--- config.mk ---
export PLATFORM = sky130hd
export DESIGN_NAME = rfe_ctrl_top
export DESIGN_NICKNAME = d
export VERILOG_FILES = /design/src/rtl/rfe_pkg.sv /design/src/rtl/rfe_ctrl_top.sv
export SDC_FILE = /design/constraint.sdc
export NUM_CORES = 1
export LEC_CHECK = 0
export CAP_MARGIN = 10
export CORE_MARGIN = 5
export CORE_UTILIZATION = 30
export CTS_CLUSTER_DIAMETER = 50
export DETAILED_ROUTE_END_ITERATION = 8
export DONT_BUFFER_PORTS = 1
export PLACE_DENSITY = 0.56
export RECOVER_POWER = 25
export SYNTH_ARGS = -nofsm -noshare
export SYNTH_HDL_FRONTEND = slang
export SYNTH_SLANG_ARGS = --single-unit
export TNS_END_PERCENT = 20
--- constraint.sdc ---
create_clock -name ref_clk_in -period 4.05 [get_ports ref_clk_in]
set_input_delay 0.405 -clock ref_clk_in [delete_from_list [all_inputs] [get_ports ref_clk_in]]
set_output_delay 0.405 -clock ref_clk_in [all_outputs]
set_load 0.01 [all_outputs]
--- src/rtl/rfe_pkg.sv ---
// Purpose: constants and types for the receive front-end control bank
// Assumes: 4-bit address, 12-bit data serial frames, eight channels
// Notes: offsets are register addresses on the serial control port
//
// Functional notes
// - fine cutoff code applies only in fine mode
// - address 9 bits power down converters
// - address B bits 11:9 select output swing
// - address D bits 11:6 set clock delay
// - address F pointer selects readback register
// - power-up clears every control bit
// - default state powers every block on
// - imaging mode: channel-off bits power channels down
// - imaging mode ignores doppler switch registers
// - doppler mode shuts converters, filters, serial output
// - doppler switch fields enable channel transconductors
// - enabled channels sum onto selected output pair
// - two gain bits pick one of four
// - samples leave 5.5 sample clocks after capture
// - feedback switch bit closes internal switch
// - tracking trigger runs filter calibration in imaging mode only, shifts cutoff
// - mode bit is address 6 bit 8
// - two six-bit switch fields per register
// - channel-off field is address 6 bits 7:0
package rfe_pkg;
  localparam int ADDR_W = 4;
  localparam int DATA_W = 12;
  localparam int NCH = 8;
  localparam int FRAME_BITS = 16;
  localparam logic [4:0] FRAME_CNT = 5'h10;
  localparam logic [4:0] DATA_CNT = 5'h04;
  localparam logic [11:0] REG_RST = 12'h000;
  localparam logic [3:0] OFS_CW_BASE = 4'h2;
  localparam logic [3:0] OFS_MODE = 4'h6;
  localparam logic [3:0] OFS_AAF_LO = 4'h7;
  localparam logic [3:0] OFS_AAF_HI = 4'h8;
  localparam logic [3:0] OFS_CONVERTER_CHANNEL_POWER_DOWN = 4'h9;
  localparam logic [3:0] OFS_SWING = 4'hb;
  localparam logic [3:0] OFS_DLY = 4'hd;
  localparam logic [3:0] OFS_PTR = 4'hf;
  localparam int MODE_BIT = 8;
  localparam int AAF_MODE_LSB = 8;
  localparam int TRACKING_TRIGGER_BIT = 5;
  localparam int FBSW_BIT = 3;
  localparam int LNAG_BIT = 2;
  localparam int SWING_LSB = 9;
  localparam int DLY_LSB = 6;
  localparam int PTR_LSB = 8;
  localparam int CW_EN_BIT = 5;
  localparam int CW_SE_BIT = 4;
  localparam int CW_NEG_BIT = 3;
  localparam logic [1:0] AAF_FINE = 2'h2;
  // ref clock runs at twice the sample rate: 11 ticks = 5.5 samples
  localparam int LAT_STAGES = 11;
  typedef enum logic [0:0] {
    RFE_IDLE = 1'b0,
    RFE_SHIFT = 1'b1
  } rfe_state_t;
endpackage : rfe_pkg

--- src/rtl/rfe_ctrl_top.sv ---
// Purpose: serial-programmed mode and power control register bank
// Assumes: serial clock idles low, data sampled on its rising edge
// Notes: all serial pins are resynchronised to ref_clk_in
module rfe_ctrl_top (
  // clock and reset
  input wire logic ref_clk_in,
  input wire logic reset_in,
  // serial control port
  input wire logic spi_sclk_in,
  input wire logic spi_sel_n_in,
  input wire logic spi_sdata_in,
  output logic spi_sdout_out,
  output logic spi_sdout_oe_out,
  // external trigger and sample strobe
  input wire logic tracking_trigger_in,
  input wire logic conv_strobe_in,
  // power control
  output logic path_mode_select_out,
  output logic [rfe_pkg::NCH-1:0] lna_pd_out,
  output logic [rfe_pkg::NCH-1:0] vga_aaf_pd_out,
  output logic [rfe_pkg::NCH-1:0] adc_pd_out,
  output logic pll_en_out,
  output logic lvds_en_out,
  // doppler path
  output logic [rfe_pkg::NCH-1:0] cw_on_out,
  output logic [rfe_pkg::NCH-1:0] doppler_output_pos_out,
  output logic [rfe_pkg::NCH-1:0] doppler_output_neg_out,
  // filter and gain
  output logic [3:0] filter_fine_code_out,
  output logic filter_fine_en_out,
  output logic [1:0] filter_cutoff_mode_out,
  output logic tracking_run_out,
  output logic [1:0] gain_select_out,
  output logic lna_gain_low_out,
  output logic feedback_switch_control_out,
  // serial output shaping
  output logic [2:0] swing_code_out,
  output logic [5:0] clock_output_delay_code_out,
  output logic sample_valid_out
);
  import rfe_pkg::*;

  function automatic logic [5:0] cw_field(input logic [11:0] w,
                                          input int hi);
    cw_field = hi[0] ? w[11:6] : w[5:0];
  endfunction : cw_field

  logic [11:0] regs_r [16];
  // synchronisers: stage m feeds stage s only
  logic sclk_m_r, sclk_s_r, sclk_d_r;
  logic sel_m_r, sel_s_r;
  logic sdi_m_r, sdi_s_r;
  logic trig_m_r, trig_s_r;
  rfe_state_t state_r, state_nxt;
  logic [4:0] cnt_r, cnt_nxt;
  logic [15:0] sh_r, sh_nxt;
  logic [11:0] rd_sh_r, rd_sh_nxt;
  logic sdo_r, sdo_nxt;
  logic oe_nxt;
  logic [LAT_STAGES-1:0] lat_r;

  always_ff @(posedge ref_clk_in) begin
    if (reset_in) begin
      sclk_m_r <= 1'b0;
      sclk_s_r <= 1'b0;
      sclk_d_r <= 1'b0;
      sel_m_r <= 1'b1;
      sel_s_r <= 1'b1;
      sdi_m_r <= 1'b0;
      sdi_s_r <= 1'b0;
      trig_m_r <= 1'b0;
      trig_s_r <= 1'b0;
    end else begin
      sclk_m_r <= spi_sclk_in;
      sclk_s_r <= sclk_m_r;
      sclk_d_r <= sclk_s_r;
      sel_m_r <= spi_sel_n_in;
      sel_s_r <= sel_m_r;
      sdi_m_r <= spi_sdata_in;
      sdi_s_r <= sdi_m_r;
      trig_m_r <= tracking_trigger_in;
      trig_s_r <= trig_m_r;
    end
  end

  // serial frame decode
  wire sclk_rise = sclk_s_r & ~sclk_d_r;
  wire sclk_fall = ~sclk_s_r & sclk_d_r;
  wire in_frame = (state_r == RFE_SHIFT) & ~sel_s_r;
  wire frame_start = (state_r == RFE_IDLE) & ~sel_s_r;
  wire frame_end = (state_r == RFE_SHIFT) & sel_s_r;
  wire take_bit = in_frame & sclk_rise & (cnt_r < FRAME_CNT);
  wire give_bit = in_frame & sclk_fall & (cnt_r >= DATA_CNT)
                  & (cnt_r < FRAME_CNT);
  // short frames are dropped; bits past the sixteenth are ignored
  wire wr_en = frame_end & (cnt_r == FRAME_CNT);
  wire [3:0] wr_addr = sh_r[15:12];
  wire [11:0] wr_data = sh_r[11:0];
  wire [3:0] rd_ptr = regs_r[OFS_PTR][PTR_LSB+3:PTR_LSB];

  always_comb begin
    state_nxt = state_r;
    case (state_r)
      RFE_IDLE: begin
        if (frame_start) begin
          state_nxt = RFE_SHIFT;
        end
      end
      RFE_SHIFT: begin
        if (frame_end) begin
          state_nxt = RFE_IDLE;
        end
      end
      default: begin
        state_nxt = RFE_IDLE;
      end
    endcase
  end

  assign cnt_nxt = frame_start ? 5'h00 :
                   take_bit ? cnt_r + 5'h01 : cnt_r;
  assign sh_nxt = take_bit ? {sh_r[14:0], sdi_s_r} : sh_r;
  // word under the pointer is latched at frame start
  assign rd_sh_nxt = frame_start ? regs_r[rd_ptr] :
                     give_bit ? {rd_sh_r[10:0], 1'b0} : rd_sh_r;
  assign sdo_nxt = give_bit ? rd_sh_r[11] :
                   frame_start ? 1'b0 : sdo_r;
  assign oe_nxt = (state_nxt == RFE_SHIFT);

  always_ff @(posedge ref_clk_in) begin
    if (reset_in) begin
      state_r <= RFE_IDLE;
      cnt_r <= 5'h00;
      sh_r <= 16'h0000;
      rd_sh_r <= 12'h000;
      sdo_r <= 1'b0;
      spi_sdout_oe_out <= 1'b0;
    end else begin
      state_r <= state_nxt;
      cnt_r <= cnt_nxt;
      sh_r <= sh_nxt;
      rd_sh_r <= rd_sh_nxt;
      sdo_r <= sdo_nxt;
      spi_sdout_oe_out <= oe_nxt;
    end
  end

  assign spi_sdout_out = sdo_r;

  always_ff @(posedge ref_clk_in) begin
    if (reset_in) begin
      for (int i = 0; i < 16; i++) begin
        regs_r[i] <= REG_RST;
      end
    end else if (wr_en) begin
      regs_r[wr_addr] <= wr_data;
    end
  end

  // mode and field decode
  wire mode_cw = regs_r[OFS_MODE][MODE_BIT];
  wire [7:0] imaging_channel_off_field = regs_r[OFS_MODE][7:0];
  wire [7:0] converter_channel_power_down = regs_r[OFS_CONVERTER_CHANNEL_POWER_DOWN][7:0];
  wire [1:0] aaf_mode = regs_r[OFS_AAF_LO][AAF_MODE_LSB+1:AAF_MODE_LSB];
  wire [3:0] aaf_fine = regs_r[OFS_AAF_HI][3:0];
  wire fine_sel = (aaf_mode == AAF_FINE);
  logic [7:0] cw_on;
  logic [7:0] pos_act, neg_act;

  // per-channel switch fields; two channels share a register
  always_comb begin
    logic [5:0] f;
    f = 6'h00;
    cw_on = 8'h00;
    pos_act = 8'h00;
    neg_act = 8'h00;
    for (int i = 0; i < NCH; i++) begin
      f = cw_field(regs_r[OFS_CW_BASE + 4'(i / 2)], i % 2);
      // switch fields count only in doppler mode
      cw_on[i] = mode_cw & f[CW_EN_BIT];
      // currents of channels on one pair are summed there
      pos_act[f[2:0]] = pos_act[f[2:0]] | (cw_on[i] &
        (~f[CW_SE_BIT] | ~f[CW_NEG_BIT]));
      neg_act[f[2:0]] = neg_act[f[2:0]] | (cw_on[i] &
        (~f[CW_SE_BIT] | f[CW_NEG_BIT]));
    end
  end

  // imaging mode uses channel-off bits; doppler ignores them
  wire [7:0] lna_pd_nxt = mode_cw ? ~cw_on : imaging_channel_off_field;
  wire [7:0] vga_pd_nxt = mode_cw ? 8'hff : imaging_channel_off_field;
  wire [7:0] adc_pd_nxt = mode_cw ? 8'hff : converter_channel_power_down;
  wire [3:0] fine_nxt = fine_sel ? aaf_fine : 4'h0;
  // the filter is idle in doppler mode, so tracking would only add noise
  wire track_nxt = (regs_r[OFS_AAF_LO][TRACKING_TRIGGER_BIT] | trig_s_r)
                   & ~mode_cw;
  wire [LAT_STAGES-1:0] lat_nxt = {lat_r[LAT_STAGES-2:0],
                                   conv_strobe_in & ~mode_cw};

  always_ff @(posedge ref_clk_in) begin
    if (reset_in) begin
      path_mode_select_out <= 1'b0;
      lna_pd_out <= 8'h00;
      vga_aaf_pd_out <= 8'h00;
      adc_pd_out <= 8'h00;
      pll_en_out <= 1'b1;
      lvds_en_out <= 1'b1;
      cw_on_out <= 8'h00;
      doppler_output_pos_out <= 8'h00;
      doppler_output_neg_out <= 8'h00;
      filter_fine_code_out <= 4'h0;
      filter_fine_en_out <= 1'b0;
      filter_cutoff_mode_out <= 2'h0;
      tracking_run_out <= 1'b0;
      gain_select_out <= 2'h0;
      lna_gain_low_out <= 1'b0;
      feedback_switch_control_out <= 1'b0;
      swing_code_out <= 3'h0;
      clock_output_delay_code_out <= 6'h00;
      lat_r <= '0;
    end else begin
      path_mode_select_out <= mode_cw;
      lna_pd_out <= lna_pd_nxt;
      vga_aaf_pd_out <= vga_pd_nxt;
      adc_pd_out <= adc_pd_nxt;
      pll_en_out <= ~mode_cw;
      lvds_en_out <= ~mode_cw;
      cw_on_out <= cw_on;
      doppler_output_pos_out <= pos_act;
      doppler_output_neg_out <= neg_act;
      filter_fine_code_out <= fine_nxt;
      filter_fine_en_out <= fine_sel;
      filter_cutoff_mode_out <= aaf_mode;
      tracking_run_out <= track_nxt;
      gain_select_out <= regs_r[OFS_AAF_LO][1:0];
      lna_gain_low_out <= regs_r[OFS_AAF_LO][LNAG_BIT];
      feedback_switch_control_out <=
        regs_r[OFS_AAF_LO][FBSW_BIT];
      swing_code_out <= regs_r[OFS_SWING][SWING_LSB+2:SWING_LSB];
      clock_output_delay_code_out <=
        regs_r[OFS_DLY][DLY_LSB+5:DLY_LSB];
      lat_r <= lat_nxt;
    end
  end

  assign sample_valid_out = lat_r[LAT_STAGES-1];
endmodule : rfe_ctrl_top

## After elaboration in Yosys (flattened, before gate mapping)

Memories as Yosys holds them, arrays and structs flattened. A register that Yosys moved wholly into a read port is not among the register bits.
Index checks and enable logic that the tools add are counted.

- $add $sub $neg: 1
- $mul: 0
- Divide/modulo/power cells: 0
- Order comparisons: 18
- Equality and inequality tests: 2
- Shifts and indexed selects: 0
- Muxes and demuxes: 77
- Bitwise gates (word level): 95
- Reduce and logical (&&, ||, !) cells: 12

Operator list:

| cell | number |
|---|---|
| 8-bit bitwise mux | 14 |
| 1-bit binary-select mux with 3-bit select | 14 |
| 1-bit AND | 37 |
| 12-bit 2-to-1 mux | 3 |
| 1-bit 2-to-1 mux | 33 |
| 1-bit bitwise OR | 33 |
| 3-bit by 4-bit < comparator with 1-bit output (second input constant) | 8 |
| 1-bit demux with 3-bit select | 8 |
| 3-bit by 1-bit >= comparator with 1-bit output (second input constant) | 8 |
| 8-bit 2-to-1 mux | 3 |
| 1-bit inverter | 22 |
| 8-bit AND | 2 |
| 12-bit OR reduction | 1 |
| 1-bit logical AND | 8 |
| 8-bit inverter | 1 |
| 5-bit by 1-bit adder with 5-bit output (second input constant) | 1 |
| 5-bit == test (second input constant) | 1 |
| 5-bit by 3-bit >= comparator with 1-bit output (second input constant) | 1 |
| 5-bit < comparator (second input constant) | 1 |
| 4-bit 2-to-1 mux | 1 |
| 2-bit OR reduction | 2 |
| 2-bit == test (second input constant) | 1 |
| 1-bit case mux with 2 select lines | 1 |
| 2-bit nonzero test | 1 |

- Register bits: 113
- Latch bits: 0
- Bits in writable memories: 192
- Bits in read-only memories: 8
- Logic and storage cells: 236
- Memories kept: 2

Memories:

| name | depth | width | rd ports | clocked after Yosys merged registers in | write ports | line | text |
|---|---|---|---|---|---|---|---|
| regs_r | 16 | 12 | 12 | 3 | 16 | rfe_ctrl_top.sv:48 | `logic [11:0] regs_r [16];` |
| (no name shown) | 8 | 1 | 1 | 0 | 0 | rfe_ctrl_top.sv:184 | `neg_act[f[2:0]] = neg_act[f[2:0]] \| (cw_on[i] &` |

## Longest topological paths before layout

- Word-level depth: 33
- Gate-level depth with buffers: 17
- Depth with buffers taken out: 14

## Worst setup path before layout

No wires, ideal clock.

- Path kind: reg2reg
- Start point: mem regs_r[6][8]
- End point: reg doppler_output_pos_out[4] in the netlist's numbering
- Library setup time: 0.136 ns
- Arrival: 3.634 ns
- Required time: 3.914 ns
- Path slack: 0.281 ns
- Stages on the path, launching flop included: 16
- Clock period less this slack: 3.769 ns
- Cell sequence: edfxtp_1 and2_1 clkbuf_1 nand2_1 o22ai_1 a2111oi_4 nand2_2 o32ai_1 o21ai_1 o211ai_1 o211ai_2 a211o_1 or2_4 o41ai_4 or3b_1 o32ai_1

RTL lines:

| what | line | text |
|---|---|---|
| from (decl) | rfe_ctrl_top.sv:48 |  |
| to (signal assigned) | rfe_ctrl_top.sv:229 | `doppler_output_pos_out <= pos_act;` |
| to (decl) | rfe_ctrl_top.sv:26 | `output logic [rfe_pkg::NCH-1:0] doppler_output_pos_out,` |

==> flow_summary.rst <==
.. list-table::
   :header-rows: 1

   * - Metric
     - Value
   * - Vias per Instance
     - 5.28
   * - # rows
     - 84
   * - Req. time, crit path
     - 4.47 ns
   * - Number of buffers created by CTS
     - 40
   * - Min cycle time layout
     - 4.30 ns
   * - Effective utilization at floorplan
     - 0.303
   * - Area of the multi-input gates
     - 7590 um2
   * - Static leakage
     - 0.00754 uW
   * - Register area
     - 8290 um2
   * - Die outline height
     - 241 um
   * - GR Overflow Total
     - 0
   * - Peak supply drop
     - 0.244 mV
   * - Final setup violating endpoints
     - 13
   * - Number of max-cap violations
     - 0
   * - Yosys Warn Count
     - 0
   * - Fill cells
     - 5111
   * - Mapped Avg Cell Area
     - 10.9 um2
   * - Cell type with the highest aggregate area in the netlist
     - sky130_fd_sc_hd__edfxtp_1
   * - Cell types with the highest counts after synthesis
     - sky130_fd_sc_hd__and2_1, sky130_fd_sc_hd__edfxtp_1, sky130_fd_sc_hd__dfxtp_1
   * - Estimated wirelength of the detail-placed design
     - 37.1 mm
   * - Total clock sinks
     - 318
   * - Buffers on Ports
     - 0
   * - Final routed wire length divided by cell count
     - 22.0 um
   * - Syn Inst Count
     - 1460
   * - Portion of synthesized cell area occupied by the leading cell type
     - 0.361
   * - Area growth, synth to finish
     - 26.7%
   * - First-pass GRT wire length
     - 78.6 mm
   * - Final clock skew
     - 0.0264 ns
   * - Share of synthesized cell area in and, or, nand and nor gates
     - 0.236
   * - Share of the cycle needed by the critical path after routing
     - 1.06
   * - Number of nets in the layout
     - 1669
   * - Kind of path behind the tightest hold check
     - input pin to register
   * - Final hold slack
     - 0.0471 ns
   * - Power density cells
     - 380 nW/um2
   * - Ys async rst share
     - 0
   * - Post-Syn Nets
     - 1469
   * - Unrepaired setup endpoints after global routing
     - yes
   * - Placement-stage worst setup slack
     - -0.487 ns
   * - Main synth FF type
     - sky130_fd_sc_hd__edfxtp_1
   * - Count of flip-flops with a built-in enable after synthesis
     - 192
   * - Maximum number of pins on one net before global-route repair
     - 75
   * - Mux share of post-synthesis cell area
     - 0.0866
   * - Run status
     - finished, violations left
   * - Clock latency of the later-clocked register in the worst-skew pair
     - 0.57 ns
   * - Clock slew at the register clock pins of the worst setup and hold paths
     - 0.06 ns
   * - Dominant combinational cell family by area after synthesis
     - simple AND/OR/NAND/NOR gates
   * - Vias after detailed routing
     - 12.6k
   * - Crit. End Element
     - register
   * - Most numerous cell in the Yosys netlist
     - sky130_fd_sc_hd__and2_1
   * - Area contributors post-synth
     - sky130_fd_sc_hd__edfxtp_1, sky130_fd_sc_hd__dfxtp_1, sky130_fd_sc_hd__and2_1
   * - Placed cells
     - 2234
   * - Violations in the final reports
     - setup timing
   * - Clk buf depth
     - 3
   * - Maximum clock rate
     - 233 MHz
   * - Initial antenna violation count
     - 1
   * - Arrival @ worst endpoint
     - 4.72 ns
   * - Worst Path Class, Setup
     - register to register
   * - Final Hold Vio Count
     - 0
   * - Minimum setup slack in the final design
     - -0.248 ns
   * - Final weighted congestion of routability-driven global placement
     - 1.00
   * - Number of antenna diodes
     - 0
   * - Final routed DRC violation total
     - 0
   * - First-pass DRT Iterations
     - 5
   * - Standard cell core area
     - 52700 um2
   * - Post-Layout Cell Count
     - 2379
   * - Startpoint types
     - register
   * - I/O pin total
     - 82
   * - Distinct cell type count after synthesis
     - 106
   * - Number of storage elements in the synthesis netlist
     - 318
   * - Root Driver
     - sky130_fd_sc_hd__clkbuf_16
   * - Worst Max-Slew Pin Slew
     - 1.08 ns
   * - Critical path fanouts, max
     - 8
   * - Post-Synth Adder-Cell Area
     - 0.00157
   * - Max_slew headroom
     - 0.279
   * - CTS tree
     - yes
   * - Post-synthesis instance area
     - 16000 um2
   * - Seq/Total Area, Yosys
     - 0.519
   * - Synthesized-area fraction occupied by xor and xnor cells
     - 0.00548
   * - Die width
     - 241 um
   * - H-Tree Level Count
     - 2
   * - First-iteration detailed-routing DRC count
     - 1172
   * - Number of routed nets with antenna violations
     - 0
   * - Total routed wirelength
     - 52.4 mm
   * - Share of the core filled with cells
     - 0.385
   * - Via count of the first global-routing pass
     - 12.4k
   * - Overall global routing resource usage
     - 0.177
   * - Post-synthesis compound-gate area fraction
     - 0.121
   * - Final-report max-slew violation count
     - 0
   * - Layout cell share with drive strength beyond 1
     - 0.267
   * - Area of the die
     - 58000 um2
==> routing by layer <==
layer	track usage	part of all wire	vias up
met3	0.0295	0.068	126
met4	0.0778	0.050	0
li1	-	-	5753
met5	0	0	-
met2	0.293	0.48	502
met1	0.230	0.40	6187
==> kinds of logic after synthesis <==
kind of cell | count (synthesis)
adder cells (fa/ha/maj) | 2
buffers and inverters | 121
XOR/XNOR | 10
multiplexers | 68
AND/OR/NAND/NOR | 675
AO/OA/AOI/OAI | 266
flip-flops | 318
==> flip-flops by register name (all words and copies together) (netlist names), 2 cells and up <==
| name | cells |
|---|---|
| rd_sh_r | 12 |
| cw_on_out | 8 |
| swing_code_out | 3 |
| clock_output_delay_code_out | 6 |
| vga_aaf_pd_out | 8 |
| doppler_output_pos_out | 8 |
| lna_pd_out | 8 |
| doppler_output_neg_out | 8 |
| regs_r | 192 |
| cnt_r | 5 |
| lat_r | 11 |
| sh_r | 16 |
| gain_select_out | 2 |
| adc_pd_out | 8 |
| filter_cutoff_mode_out | 2 |
| filter_fine_code_out | 4 |
==> critical path, stage by stage (launching register included) <==
cell and delay, ns:
sky130_fd_sc_hd__edfxtp_1 0.48, sky130_fd_sc_hd__buf_6 0.16, sky130_fd_sc_hd__nand3b_1 0.24, sky130_fd_sc_hd__nand4_1 0.15, sky130_fd_sc_hd__a21oi_1 0.08, sky130_fd_sc_hd__a211o_2 0.40
sky130_fd_sc_hd__nor4_4 0.38, sky130_fd_sc_hd__o22ai_4 0.17, sky130_fd_sc_hd__buf_6 0.17, sky130_fd_sc_hd__o31ai_4 0.21, sky130_fd_sc_hd__a31oi_1 0.12, sky130_fd_sc_hd__a311o_1 0.38
sky130_fd_sc_hd__o32ai_4 0.27, sky130_fd_sc_hd__o2111ai_2 0.18, sky130_fd_sc_hd__buf_4 0.17, sky130_fd_sc_hd__nand3b_4 0.18, sky130_fd_sc_hd__buf_4 0.16, sky130_fd_sc_hd__mux2i_2 0.16
sky130_fd_sc_hd__o22ai_1 0.10
==> layout make-up <==
type	instances	share of cell area
timing repair buffer	263	0.106
clock inverter	20	0.00976
inverter	16	0.00297
clock buffer	53	0.0549
tap	688	0.0425
sequential	318	0.409
multi-input combinational	1021	0.375
==> worst paths after layout <==
check / startpoint / end / slack [ns] / depth (start not counted)
setup / recovery: regs_r[2][6] / doppler_output_neg_out[0] / -0.25 / 18
hold / removal: reset_in / doppler_output_pos_out[1] / 0.05 / 2
setup reg to reg: regs_r[2][6] / doppler_output_neg_out[0] / -0.25 / 18
hold reg to reg: sel_m_r / sel_s_r / 0.42 / 1
==> power by group <==
part	leakage, uW	internal (uW)	switching (uW)
Combinational	0.00388	260	319
Sequential	0.00301	3530	84.6
Clock	0.000651	2050	1460
Total	0.00754	5840	1860
==> layout by cell type, fill, tap and decap left out, types with 42 or more instances in the layout <==
master	count
sky130_fd_sc_hd__a21oi_1	66
sky130_fd_sc_hd__and2_1	214
sky130_fd_sc_hd__buf_4	205
sky130_fd_sc_hd__clkbuf_16	42
sky130_fd_sc_hd__dfxtp_1	126
sky130_fd_sc_hd__dlygate4sd3_1	47
sky130_fd_sc_hd__edfxtp_1	192
sky130_fd_sc_hd__mux4_2	56
sky130_fd_sc_hd__nand2_1	105
sky130_fd_sc_hd__nor2_1	105
sky130_fd_sc_hd__nor2b_1	43
==> timing repair <==
item / CTS / global route
hold buffers: 48 / 0
buffers inserted: 19 / 5
pin swaps: 24 / 16
endpoints found under the hold margin: 100 / 0
setup endpoints to repair: 16 / 16
gates resized for setup: 42 / 39
cloned: 0 / 0
==> metrics by stage <==
stage                     setup TNS (ns)  area [um2]  total power (uW)
final                              -1.56       20300              7700
after global routing               -4.09       20300              7980
after CTS                          -1.35       20000              7770
after detailed placement           -3.79       17900              4190
after global placement             -3.82       17900              4190
after floorplan                        0       16000              3970
Power figures use the tool's default switching activity.
